==> src/core/pts_regs.svh <==
// Purpose: offsets, fields, reset values and counts of the period timer
// Assumes: 32-bit APB, one register per aligned word
// Notes: definitions only
`ifndef PTS_REGS_SVH
`define PTS_REGS_SVH
// ----------------------------------------------------------------
// register byte offsets
// ----------------------------------------------------------------
`define PTS_OFS_COUNT 8'h00
`define PTS_OFS_PERIOD 8'h04
`define PTS_OFS_CTRL 8'h08
`define PTS_OFS_STATUS 8'h0C
`define PTS_OFS_CLEAR 8'h10
`define PTS_OFS_ENABLE 8'h14
`define PTS_OFS_GLOBAL 8'h18
// ----------------------------------------------------------------
// reset values
// ----------------------------------------------------------------
`define PTS_RST_COUNT 8'h00
`define PTS_RST_PERIOD 8'hFF
`define PTS_RST_CTRL 7'h00
// ----------------------------------------------------------------
// field positions
// ----------------------------------------------------------------
`define PTS_FLAG_MATCH 0
`define PTS_GLB_PERIPH 0
`define PTS_GLB_GLOBAL 1
// ----------------------------------------------------------------
// timing counts
// ----------------------------------------------------------------
`define PTS_INSTR_DIV 4
`define PTS_PRE_LIM1 4'h0
`define PTS_PRE_LIM4 4'h3
`define PTS_PRE_LIM16 4'hF
`endif

==> src/core/pts_pkg.sv <==
// Purpose: shared types of the period timer
// Assumes: constants live in pts_regs.svh
// Notes: types only
package pts_pkg;
	// control register layout, top bit unimplemented
	typedef struct packed {
		logic [3:0] postSel;
		logic timerOn;
		logic [1:0] preSel;
	} pts_ctrl_s;
	// one apb request as seen by the slave
	typedef struct packed {
		logic sel;
		logic enable;
		logic write;
		logic [7:0] addr;
		logic [31:0] wdata;
	} pts_apb_s;
endpackage : pts_pkg

==> src/core/pts_timer.sv <==
// Purpose: 8-bit period timer with prescaler, postscaler and apb slave
// Assumes: clk is the system oscillator, 100 MHz; rst_n is any reset
// Notes: zero-wait apb; registered outputs only
//
// Overview of operation
// - timer clocked by oscillator divided by four
// - prescaler divides by 1, 4 or 16
// - counter counts up from zero until match
// - on match counter reloads zero next increment
// - every match advances the postscaler
// - postscale code N gives ratio 1:(N+1)
// - postscaler output sets the match flag
// - counter and period readable, writable, reset values
// - timer counts only while on bit set
// - counter write clears prescaler and postscaler
// - control write clears prescaler and postscaler
// - any reset clears prescaler and postscaler
// - control write leaves counter unchanged
//
// The APB register port and the register addresses were chosen for this implementation.
`timescale 1ns/1ns
`include "pts_regs.svh"

module pts_timer #(
	parameter int INSTR_DIV = `PTS_INSTR_DIV
) (
	// clock and reset
	input wire logic clk,
	input wire logic rst_n,
	// apb slave
	input wire logic psel,
	input wire logic penable,
	input wire logic pwrite,
	input wire logic [7:0] paddr,
	input wire logic [31:0] pwdata,
	output logic [31:0] prdata,
	output logic pready,
	output logic pslverr,
	// events
	output logic irq,
	output logic matchPulse
);

	// ----------------------------------------------------------------
	// elaboration checks
	// ----------------------------------------------------------------
	// divider must be a power of two that fits the phase counter
	if (INSTR_DIV < 2 || INSTR_DIV > 16 ||
		(INSTR_DIV & (INSTR_DIV - 1)) != 0) begin : g_bad_div
		$error("INSTR_DIV must be a power of two from 2 to 16");
	end

	// ----------------------------------------------------------------
	// state
	// ----------------------------------------------------------------
	localparam logic [3:0] PHASE_LAST = 4'(INSTR_DIV - 1);
	logic [3:0] phase_r; // instruction clock phase
	logic [3:0] pres_r; // prescaler count
	logic [3:0] post_r; // postscaler count
	logic [7:0] count_r; // timer count
	logic [7:0] period_r; // period value
	pts_pkg::pts_ctrl_s ctrl_r; // timer control
	logic [7:0] flags_r; // sticky event flags
	logic [7:0] irqEn_r; // per-flag enables
	logic [1:0] glb_r; // peripheral and global enables
	logic [31:0] prdata_r;
	logic pready_r;
	logic pslverr_r;
	logic irq_r;
	logic match_r;

	// ----------------------------------------------------------------
	// apb decode
	// ----------------------------------------------------------------
	pts_pkg::pts_apb_s req;
	assign req = '{sel: psel, enable: penable, write: pwrite,
		addr: paddr, wdata: pwdata};
	// setup cycle and committing access edge
	wire setupCyc = req.sel && !req.enable;
	wire accessEdge = req.sel && req.enable && pready_r;
	wire wrEdge = accessEdge && req.write;
	// address hits
	wire hitCount = req.addr == `PTS_OFS_COUNT;
	wire hitPeriod = req.addr == `PTS_OFS_PERIOD;
	wire hitCtrl = req.addr == `PTS_OFS_CTRL;
	wire hitStatus = req.addr == `PTS_OFS_STATUS;
	wire hitClear = req.addr == `PTS_OFS_CLEAR;
	wire hitEnable = req.addr == `PTS_OFS_ENABLE;
	wire hitGlobal = req.addr == `PTS_OFS_GLOBAL;
	wire hitAny = hitCount | hitPeriod | hitCtrl | hitStatus |
		hitClear | hitEnable | hitGlobal;
	// write strobes per register
	wire wrCount = wrEdge && hitCount;
	wire wrPeriod = wrEdge && hitPeriod;
	wire wrCtrl = wrEdge && hitCtrl;
	wire wrClear = wrEdge && hitClear;
	wire wrEnable = wrEdge && hitEnable;
	wire wrGlobal = wrEdge && hitGlobal;
	// read data mux, unused bits zero
	wire [7:0] ctrlRd = {1'b0, ctrl_r};
	wire [31:0] rdMux =
		hitCount ? {24'h000000, count_r} :
		hitPeriod ? {24'h000000, period_r} :
		hitCtrl ? {24'h000000, ctrlRd} :
		hitStatus ? {24'h000000, flags_r} :
		hitEnable ? {24'h000000, irqEn_r} :
		hitGlobal ? {30'h0000000, glb_r} :
		32'h00000000;

	// ----------------------------------------------------------------
	// timer datapath
	// ----------------------------------------------------------------
	// instruction tick
	wire instrTick = phase_r == PHASE_LAST;
	wire [3:0] preLim =
		ctrl_r.preSel[1] ? `PTS_PRE_LIM16 :
		ctrl_r.preSel[0] ? `PTS_PRE_LIM4 : `PTS_PRE_LIM1;
	wire scalerClr = wrCount || wrCtrl;
	wire preStep = instrTick && ctrl_r.timerOn;
	// a clear also drops a coincident output pulse
	// so a control write can never move the counter
	wire incPulse = preStep && pres_r == preLim && !scalerClr;
	wire isMatch = count_r == period_r;
	wire matchEvt = incPulse && isMatch;
	wire postOut = matchEvt && post_r == ctrl_r.postSel;
	// sticky flags: set wins over clear
	wire [7:0] flagSet = {7'h00, postOut};
	wire [7:0] flagClr = wrClear ? req.wdata[7:0] : 8'h00;
	wire [7:0] flagsNxt = (flags_r & ~flagClr) | flagSet;
	wire [7:0] irqEnNxt = wrEnable ? req.wdata[7:0] : irqEn_r;
	wire [1:0] glbNxt = wrGlobal ? req.wdata[1:0] : glb_r;
	wire irqNxt = (|(flagsNxt & irqEnNxt)) &&
		glbNxt[`PTS_GLB_PERIPH] && glbNxt[`PTS_GLB_GLOBAL];

	// ----------------------------------------------------------------
	// instruction clock divider
	// ----------------------------------------------------------------
	// free-running divide of oscillator
	always_ff @(posedge clk or negedge rst_n) begin
		if (!rst_n) begin
			phase_r <= 4'h0;
		end else if (instrTick) begin
			phase_r <= 4'h0;
		end else begin
			phase_r <= phase_r + 4'h1;
		end
	end

	// ----------------------------------------------------------------
	// prescaler
	// ----------------------------------------------------------------
	// write and reset clear
	always_ff @(posedge clk or negedge rst_n) begin
		if (!rst_n) begin
			pres_r <= 4'h0;
		end else if (scalerClr || incPulse) begin
			pres_r <= 4'h0;
		end else if (preStep) begin
			pres_r <= pres_r + 4'h1;
		end
	end

	// ----------------------------------------------------------------
	// postscaler
	// ----------------------------------------------------------------
	// advance on each match
	always_ff @(posedge clk or negedge rst_n) begin
		if (!rst_n) begin
			post_r <= 4'h0;
		end else if (scalerClr || postOut) begin
			post_r <= 4'h0;
		end else if (matchEvt) begin
			post_r <= post_r + 4'h1;
		end
	end

	// ----------------------------------------------------------------
	// counter and period
	// ----------------------------------------------------------------
	// wrap to zero on match
	always_ff @(posedge clk or negedge rst_n) begin
		if (!rst_n) begin
			count_r <= `PTS_RST_COUNT;
		end else if (wrCount) begin
			count_r <= req.wdata[7:0];
		end else if (matchEvt) begin
			count_r <= 8'h00;
		end else if (incPulse) begin
			count_r <= count_r + 8'h01;
		end
	end

	always_ff @(posedge clk or negedge rst_n) begin
		if (!rst_n) begin
			period_r <= `PTS_RST_PERIOD;
		end else if (wrPeriod) begin
			period_r <= req.wdata[7:0];
		end
	end

	// ----------------------------------------------------------------
	// control register
	// ----------------------------------------------------------------
	// seven bits held, top bit absent
	always_ff @(posedge clk or negedge rst_n) begin
		if (!rst_n) begin
			ctrl_r <= `PTS_RST_CTRL;
		end else if (wrCtrl) begin
			ctrl_r <= req.wdata[6:0];
		end
	end

	// ----------------------------------------------------------------
	// interrupt registers
	// ----------------------------------------------------------------
	// flags, enables, output
	always_ff @(posedge clk or negedge rst_n) begin
		if (!rst_n) begin
			flags_r <= 8'h00;
			irqEn_r <= 8'h00;
			glb_r <= 2'h0;
			irq_r <= 1'b0;
			match_r <= 1'b0;
		end else begin
			flags_r <= flagsNxt;
			irqEn_r <= irqEnNxt;
			glb_r <= glbNxt;
			irq_r <= irqNxt;
			match_r <= matchEvt;
		end
	end

	// ----------------------------------------------------------------
	// apb answer
	// ----------------------------------------------------------------
	// answer raised in setup, dropped after access
	always_ff @(posedge clk or negedge rst_n) begin
		if (!rst_n) begin
			pready_r <= 1'b0;
			pslverr_r <= 1'b0;
			prdata_r <= 32'h00000000;
		end else if (setupCyc) begin
			pready_r <= 1'b1;
			pslverr_r <= !hitAny;
			prdata_r <= req.write ? 32'h00000000 : rdMux;
		end else begin
			pready_r <= 1'b0;
			pslverr_r <= 1'b0;
			prdata_r <= 32'h00000000;
		end
	end

	// output drive
	assign prdata = prdata_r;
	assign pready = pready_r;
	assign pslverr = pslverr_r;
	assign irq = irq_r;
	assign matchPulse = match_r;

	// ----------------------------------------------------------------
	// assertions
	// ----------------------------------------------------------------
	// increments only on instruction ticks
	property p_tickOnly;
		@(posedge clk) disable iff (!rst_n)
		incPulse |-> phase_r == PHASE_LAST;
	endproperty
	a_tickOnly: assert property (p_tickOnly)
		else $error("increment off instruction tick");

	// divide by one follows every tick
	property p_preOne;
		@(posedge clk) disable iff (!rst_n)
		(ctrl_r.preSel == 2'b00 && ctrl_r.timerOn && instrTick &&
			!scalerClr) |-> incPulse;
	endproperty
	a_preOne: assert property (p_preOne)
		else $error("prescale 1 missed a tick");

	property p_countUp;
		@(posedge clk) disable iff (!rst_n)
		(incPulse && !isMatch && !wrCount)
			|=> count_r == $past(count_r) + 8'h01;
	endproperty
	a_countUp: assert property (p_countUp)
		else $error("counter did not increment");

	property p_wrap;
		@(posedge clk) disable iff (!rst_n)
		(incPulse && isMatch && !wrCount) |=> count_r == 8'h00;
	endproperty
	a_wrap: assert property (p_wrap)
		else $error("counter did not wrap at match");

	// postscaler wraps after the selected count
	property p_postRatio;
		@(posedge clk) disable iff (!rst_n)
		(matchEvt && !scalerClr) |=> post_r ==
			(($past(post_r) == $past(ctrl_r.postSel)) ? 4'h0 :
			$past(post_r) + 4'h1);
	endproperty
	a_postRatio: assert property (p_postRatio)
		else $error("postscaler fired at wrong count");

	// postscaler moves only on a match or on a counter or control write clear
	property p_postHold;
		@(posedge clk) disable iff (!rst_n)
		(!matchEvt && !scalerClr) |=> $stable(post_r);
	endproperty
	a_postHold: assert property (p_postHold)
		else $error("postscaler moved without a match");

	property p_flagSet;
		@(posedge clk) disable iff (!rst_n)
		postOut |=> flags_r[`PTS_FLAG_MATCH];
	endproperty
	a_flagSet: assert property (p_flagSet)
		else $error("match flag not set");

	property p_off;
		@(posedge clk) disable iff (!rst_n)
		(!ctrl_r.timerOn && !wrCount) |=> $stable(count_r);
	endproperty
	a_off: assert property (p_off)
		else $error("counter moved while off");

	property p_cntClr;
		@(posedge clk) disable iff (!rst_n)
		wrCount |=> pres_r == 4'h0 && post_r == 4'h0;
	endproperty
	a_cntClr: assert property (p_cntClr)
		else $error("scalers kept after counter write");

	property p_ctlClr;
		@(posedge clk) disable iff (!rst_n)
		wrCtrl |=> pres_r == 4'h0 && post_r == 4'h0;
	endproperty
	a_ctlClr: assert property (p_ctlClr)
		else $error("scalers kept after control write");

	property p_ctlKeep;
		@(posedge clk) disable iff (!rst_n)
		wrCtrl |=> count_r == $past(count_r);
	endproperty
	a_ctlKeep: assert property (p_ctlKeep)
		else $error("control write changed counter");

	property p_rstVal;
		@(posedge clk)
		$rose(rst_n) |-> count_r == 8'h00 && period_r == 8'hFF &&
			pres_r == 4'h0 && post_r == 4'h0;
	endproperty
	a_rstVal: assert property (p_rstVal)
		else $error("wrong values after reset");

	property p_irq;
		@(posedge clk) disable iff (!rst_n)
		irq == ((|(flags_r & irqEn_r)) && glb_r[0] && glb_r[1]);
	endproperty
	a_irq: assert property (p_irq)
		else $error("interrupt level mismatch");

endmodule : pts_timer

==> config.mk <==
export PLATFORM = sky130hd
export DESIGN_NAME = pts_timer
export DESIGN_NICKNAME = d
export VERILOG_FILES = /design/src/core/pts_pkg.sv /design/src/core/pts_timer.sv
export VERILOG_INCLUDE_DIRS = /design/src /design/src/core
export SDC_FILE = /design/constraint.sdc
export NUM_CORES = 1
export LEC_CHECK = 0
export ABC_AREA = 1
export BUFFER_PORTS_ARGS = -buffer_cell sky130_fd_sc_hd__buf_2
export CAP_MARGIN = 20
export CORE_MARGIN = 4
export CORE_UTILIZATION = 25
export CTS_BUF_LIST = sky130_fd_sc_hd__clkbuf_4 sky130_fd_sc_hd__clkbuf_8
export DETAILED_ROUTE_END_ITERATION = 7
export GPL_TIMING_DRIVEN = 0
export PLACE_DENSITY = 0.49
export RECOVER_POWER = 50
export SYNTH_ARGS = -nofsm -noshare
export SYNTH_HDL_FRONTEND = slang
export SYNTH_SLANG_ARGS = --single-unit
==> constraint.sdc <==
create_clock -name clk -period 2.1 [get_ports clk]
set_clock_uncertainty 0.15 [all_clocks]
set_input_delay 0.42 -clock clk [delete_from_list [all_inputs] [get_ports clk]]
set_output_delay 0.42 -clock clk [all_outputs]
set_load 0.01 [all_outputs]
==> results of run 1 <==
where the power goes:
| group | leakage (nW) | switching, mW | internal (mW) |
|---|---|---|---|
| Combinational | 1.39 | 0.122 | 0.0656 |
| Sequential | 0.826 | 0.00721 | 1.26 |
| Clock | 0.0942 | 0.489 | 0.460 |
| Total | 2.31 | 0.618 | 1.79 |
cell families (layout without fill, tap and decap cells):
| kind of cell | count (synthesis) | in the layout | synth area share (%) |
|---|---|---|---|
| other cells | 1 | 24 | 0.09769 |
| fa+ha+maj | 4 | 4 | 1.304 |
| xor+xnor | 15 | 15 | 3.423 |
| mux | 1 | 1 | 0.2933 |
| compound gates | 81 | 81 | 11.64 |
| buf+inv | 90 | 141 | 11.83 |
| simple gates | 206 | 206 | 28.78 |
| flops | 65 | 65 | 42.63 |
metal layers:
metal,share of wire (%),track usage (%),vias to the layer above,wire (um)
met1,47,14.26,1408,4327
met3,4.2,2.443,16,390
met5,0,0,-,0
met2,47,17.93,62,4373
met4,1.9,4.842,0,177
li1,-,-,1582,-
cell type report:
type | instances | area, sq um
buffer | 30 | 216.5
inverter | 60 | 237.7
clock buffer | 12 | 146.4
sequential | 65 | 1637
clock inverter | 4 | 20.02
timing repair buffer | 35 | 181.4
tap | 188 | 235.2
multi-input combinational | 331 | 1834
fill | 1623 | 10640
what timing repair did:
item | in CTS | in global routing
hold buffers | 0 | 0
buffers inserted | 0 | 3
endpoints found under the setup margin | 0 | 10
worst max-delay path by stage:
stage | start | to
after floorplan | phase_r[0] | count_r[1]
after global placement | paddr[5] | pres_r[0]
after detailed placement | paddr[5] | pres_r[0]
after CTS | phase_r[0] | count_r[1]
after global routing | phase_r[0] | irq
final | phase_r[0] | count_r[1]
metrics by stage:
| stage | utilization, % | cell area, sq um | instances | worst slack, ns |
|---|---|---|---|---|
| detailed placement | 28.54 | 4323 | 706 | -0.1422 |
| global route | 29.76 | 4508 | 725 | -0.005472 |
| finish | 29.76 | 4508 | 725 | 0.2009 |
| CTS | 29.64 | 4489 | 722 | 0.05970 |
| global placement | 28.53 | 4320 | 706 | -0.1221 |
| floorplan | - | 3925 | 486 | 0.3259 |
state kept, by name, indices dropped and copies added (netlist names):
name,count
glb_r,2
prdata,8
pres_r,4
irq,1
pslverr,1
count_r,8
pready,1
ctrlRd,7
irqEn_r,8
flags_r,8
phase_r,4
matchPulse,1
period_r,8
post_r,4
synthesized netlist by cell type (2+ instances only):
library cell	count
nor2_4	9
ha_1	4
nand3_4	3
buf_2	2
o21ai_1	21
nand3_1	27
inv_2	8
o221ai_1	2
nand2_1	107
nand2_4	4
nor2_2	4
nand4_1	6
nand2_2	6
xor2_1	12
clkbuf_1	2
inv_1	50
buf_4	25
xnor2_1	3
nor2_1	26
a21oi_2	3
o21ai_0	24
nor3_1	4
nand3_2	2
dfrtp_1	57
dfstp_2	8
nor2_8	3
a21oi_1	25
==> impl_metrics.tcl, run 1 <==
set metrics [dict create \
    hold_path_class "in2reg" \
    hpwl_mm 7.113 \
    crit_cells 8 \
    antenna_found_initial 0 \
    outcome "finished with violations" \
    layout_commonest_cell "nand2_1" \
    globalplace.congestion 0.8218 \
    syn_inst 463 \
    netlist_top_cells_area "dfrtp_1, nand2_1, dfstp_2, buf_4, inv_1" \
    finalHoldViolations 0 \
    worstPathCellList "ha_1, nand2_2, nor3_4, nand3_4, o21ai_4, inv_2, a22oi_1, o21ai_1" \
    tns_ns 0 \
    reg2regPathDepth 8 \
    post-route-period-util_pct 90.44 \
    core-area_sq_mm 0.01515 \
    die_width_um 131.9 \
    clk_pin_slew_ns 0.07 \
    power_leakage_nw 2.312 \
    cts_max_path_buffers 2 \
    maxSlewHeadroom_pct -9.299 \
    required_ns 2.19 \
    holdWs_ns 0.09327 \
    holdPathEnd "pready" \
    diodes 0 \
    die_h_um 131.9 \
    firstDrtPassIters 4 \
    cp_slowest_stage_delay_ns 0.37 \
    synthFlopType "dfrtp_1" \
    cp_data_arrival_time_ns 1.99 \
    cp_max_fo 8 \
    tightestPinTransition_ns 1.639 \
    synth_top_area_share_pct 37.16 \
    via_count 3068 \
    clk_latency_ns 0.36 \
    synth-seq-cells 65 \
    path_buf_inv 1 \
    reg2reg_to "count_r[1]" \
    crit_type "reg2reg" \
    hold_start "penable" \
    critPathSlowestCell "dfrtp_1" \
    grt_usage_pct 11.09 \
    port_buffers 32 \
    drtAntennaViolNets 0 \
    ys_seq_area_share_pct 42.63 \
    drive_gt1_share_pct 25.33 \
    synth_area_sq_mm 0.003839 \
    cp_top_family "compound AO/OA/AOI/OAI gates" \
    grt_max_degree 66 \
    layout_common_cells "nand2_1, dfrtp_1, inv_1" \
    start_util_pct 25.34 \
    irDropWorstVdd_uv 184.9 \
    grt_overflow 0 \
    synthDistinctLibCells 43 \
    htreeDepth 3 \
    rows 45 \
    final_nets 581 \
    cts-buffers-inserted 9 \
    max_clock_freq_ghz 0.5266 \
    grt_first_pass_wirelength_mm 15.48 \
    cts.repair.resized 0 \
    synth_edf_count 0 \
    drt-total-wl_mm 9.268 \
    power.total_mw 2.405 \
    synth-async-reset-ratio_pct 100.0 \
    p_per_area_mw_per_mm2 533.4 \
    cp-start-kind "register" \
    vias_per_cell 4.232 \
    cts.root.buffer_cell "clkbuf_8" \
    setup_violations 0 \
    holdPathStages 2 \
    dieArea_sq_mm 0.01740 \
    route.detailed.drc 0 \
    maxCapViolCount 1 \
    worst-r2r-setup-slack_ns 0.20 \
    ioPinCount 81 \
    drt-initial-drc-count 121 \
    synth.avg_cell_area_sq_um 8.291 \
    endpoint_kind "register" \
    cts_tree "built" \
    grt_pass1_vias 3029 \
    wire_per_inst_um 12.78 \
    finalMaxSlewViolations 66 \
    period_minus_slack_ns 1.899 \
    worstReg2RegStart "phase_r[0]" \
    violations "max-capacitance violations, max-slew violations" \
    yosys.area.top_type "dfrtp_1" \
    cts_sinks 65 \
    area_delta_synth_final_pct 17.44 \
    yosysWarningCount 0 \
]
No activity file was read; power rests on OpenSTA's default activity.
==> inputs of run 2 (changes only) <==
- CORE_MARGIN: 4 -> 10
- CORE_UTILIZATION: 25 -> 40
- PLACE_DENSITY: 0.49 -> 0.68
==> run 2 against run 1 <==
Effect of this change: the run still ends with max-capacitance violations, max-slew violations left; utilization up 18 points; combinational power about the same; non-clock buffer count up 1; critical path depth up 2; power up 1.1%; first-iteration DRC count up 35%; largest power group unchanged.
==> impl_metrics.tcl, run 2 (synthesis results as in run 1) <==
set metrics [dict create \
    outcome "finished with violations" \
    violations "max-capacitance violations, max-slew violations" \
    power_leakage_nw 2.322 \
    die_width_um 118.0 \
    clk_latency_ns 0.35 \
    hold_start "penable" \
    post-route-period-util_pct 91.83 \
    drt-total-wl_mm 8.848 \
    cts_max_path_buffers 2 \
    hpwl_mm 6.834 \
    holdWs_ns 0.1038 \
    via_count 3075 \
    dpl.cell_count 647 \
    route.detailed.drc 0 \
    fin_cells 667 \
    layout_commonest_cell "nand2_1" \
    cp-start-kind "register" \
    placed_area_sq_mm 0.004249 \
    drive_gt1_share_pct 25.28 \
    finalMaxSlewViolations 66 \
    final_nets 582 \
    port_buffers 32 \
    dieArea_sq_mm 0.01391 \
    crit_type "reg2reg" \
    globalplace.congestion 0.8440 \
    required_ns 2.18 \
    stdcell_area_sq_mm 0.004454 \
    p_per_area_mw_per_mm2 546.0 \
    irDropWorstVdd_uv 514.3 \
    area_delta_synth_final_pct 16.04 \
    period_minus_slack_ns 1.928 \
    grt_first_pass_wirelength_mm 14.95 \
    grt_max_degree 66 \
    die_h_um 118.0 \
    cts-buffers-inserted 9 \
    drtAntennaViolNets 0 \
    fin_util_pct 47.98 \
    finalHoldViolations 0 \
    layout_common_cells "nand2_1, dfrtp_1, inv_1" \
    worstReg2RegStart "phase_r[0]" \
    endpoint_kind "register" \
    core-area_sq_mm 0.009284 \
    wire_per_inst_um 13.27 \
    rows 35 \
    hold_path_class "in2reg" \
    multi_input_area_sq_mm 0.001832 \
    cp_max_fo 4 \
    tightestPinTransition_ns 1.596 \
    hold_buffers 0 \
    final-seq-area_sq_mm 0.001637 \
    setup.worst_path.start "phase_r[0]" \
    ioPinCount 81 \
    diodes 0 \
    drt-initial-drc-count 163 \
    cts.root.buffer_cell "clkbuf_8" \
    firstDrtPassIters 4 \
    start_util_pct 41.35 \
    max_clock_freq_ghz 0.5186 \
    htreeDepth 3 \
    grt_pass1_vias 3050 \
    cts_sinks 65 \
    maxSlewHeadroom_pct -6.402 \
    cp_data_arrival_time_ns 2.01 \
    rsz0062_at_grt "no" \
    cts.repair.resized 0 \
    vias_per_cell 4.610 \
    cts_tree "built" \
    antenna_found_initial 0 \
    setup_violations 0 \
    postCtsSetupBuffers 0 \
    clk_pin_slew_ns 0.07 \
    n_fill_cell 942 \
    grt_usage_pct 12.86 \
    grt_overflow 0 \
    maxCapViolCount 1 \
]
[run 2: changes by cell type in the layout (fill, tap and decap cells not counted), sizes merged]
cell / change
buf: +1
clkinv: -1
clkbuf: +1
[run 2: layout make-up]
type	count	area share, %
Clock inverter	3	0.3371
Clock buffer	13	3.736
Tap cell	129	3.624
Buffer	30	4.860
Inverter	60	5.337
Multi-Input combinational cell	331	41.12
Timing Repair Buffer	36	4.242
Sequential cell	65	36.74
[run 2: path summary, 6_finish.rpt]
kind | slack [ns] | end | cells past startpoint
hold / removal | 0.10 | pready | 2
hold reg to reg | 0.33 | phase_r[0] | 1
setup reg to reg | 0.17 | post_r[0] | 10
min in group asynchronous | 0.32 | flags_r[6] | 1
max in group asynchronous | 0.51 | prdata[1] | 1
setup / recovery | 0.17 | post_r[0] | 10
[run 2: metrics by stage]
step           power, mW  setup slack [ns]  TNS, ns
2_1_floorplan      1.405            0.3259        0
3_3_place_gp       1.475          -0.06417  -0.2416
3_5_place_dp       1.477          -0.09246  -0.3310
4_1_cts            2.457           0.04696        0
5_1_grt            2.548          0.001888        0
6_report           2.432            0.1716        0
[run 2: power breakdown]
part | internal, mW | switching [mW] | leakage, nW
Clock | 0.513 | 0.464 | 0.100
Combinational | 0.0657 | 0.121 | 1.40
Sequential | 1.26 | 0.00706 | 0.826
[run 2: critical path, stage by stage (launching register included)]
cell and delay, ns:
dfrtp_1 0.38, ha_1 0.20, nand2_2 0.09, nor3_4 0.24, nand3_4 0.16, nor2_8 0.21
nand3_4 0.13, inv_2 0.09, nor2_4 0.04, nand3_1 0.06, o21ai_1 0.07
[run 2: routing by layer]
metal  routed length (um)  GRT usage [%]  vias to the layer above
met5                    0              0                        -
met4                   65          2.937                        0
met3                  555          4.508                        8
met2                 4304          20.91                       78
met1                 3922          15.94                     1412
li1                     -              -                     1577
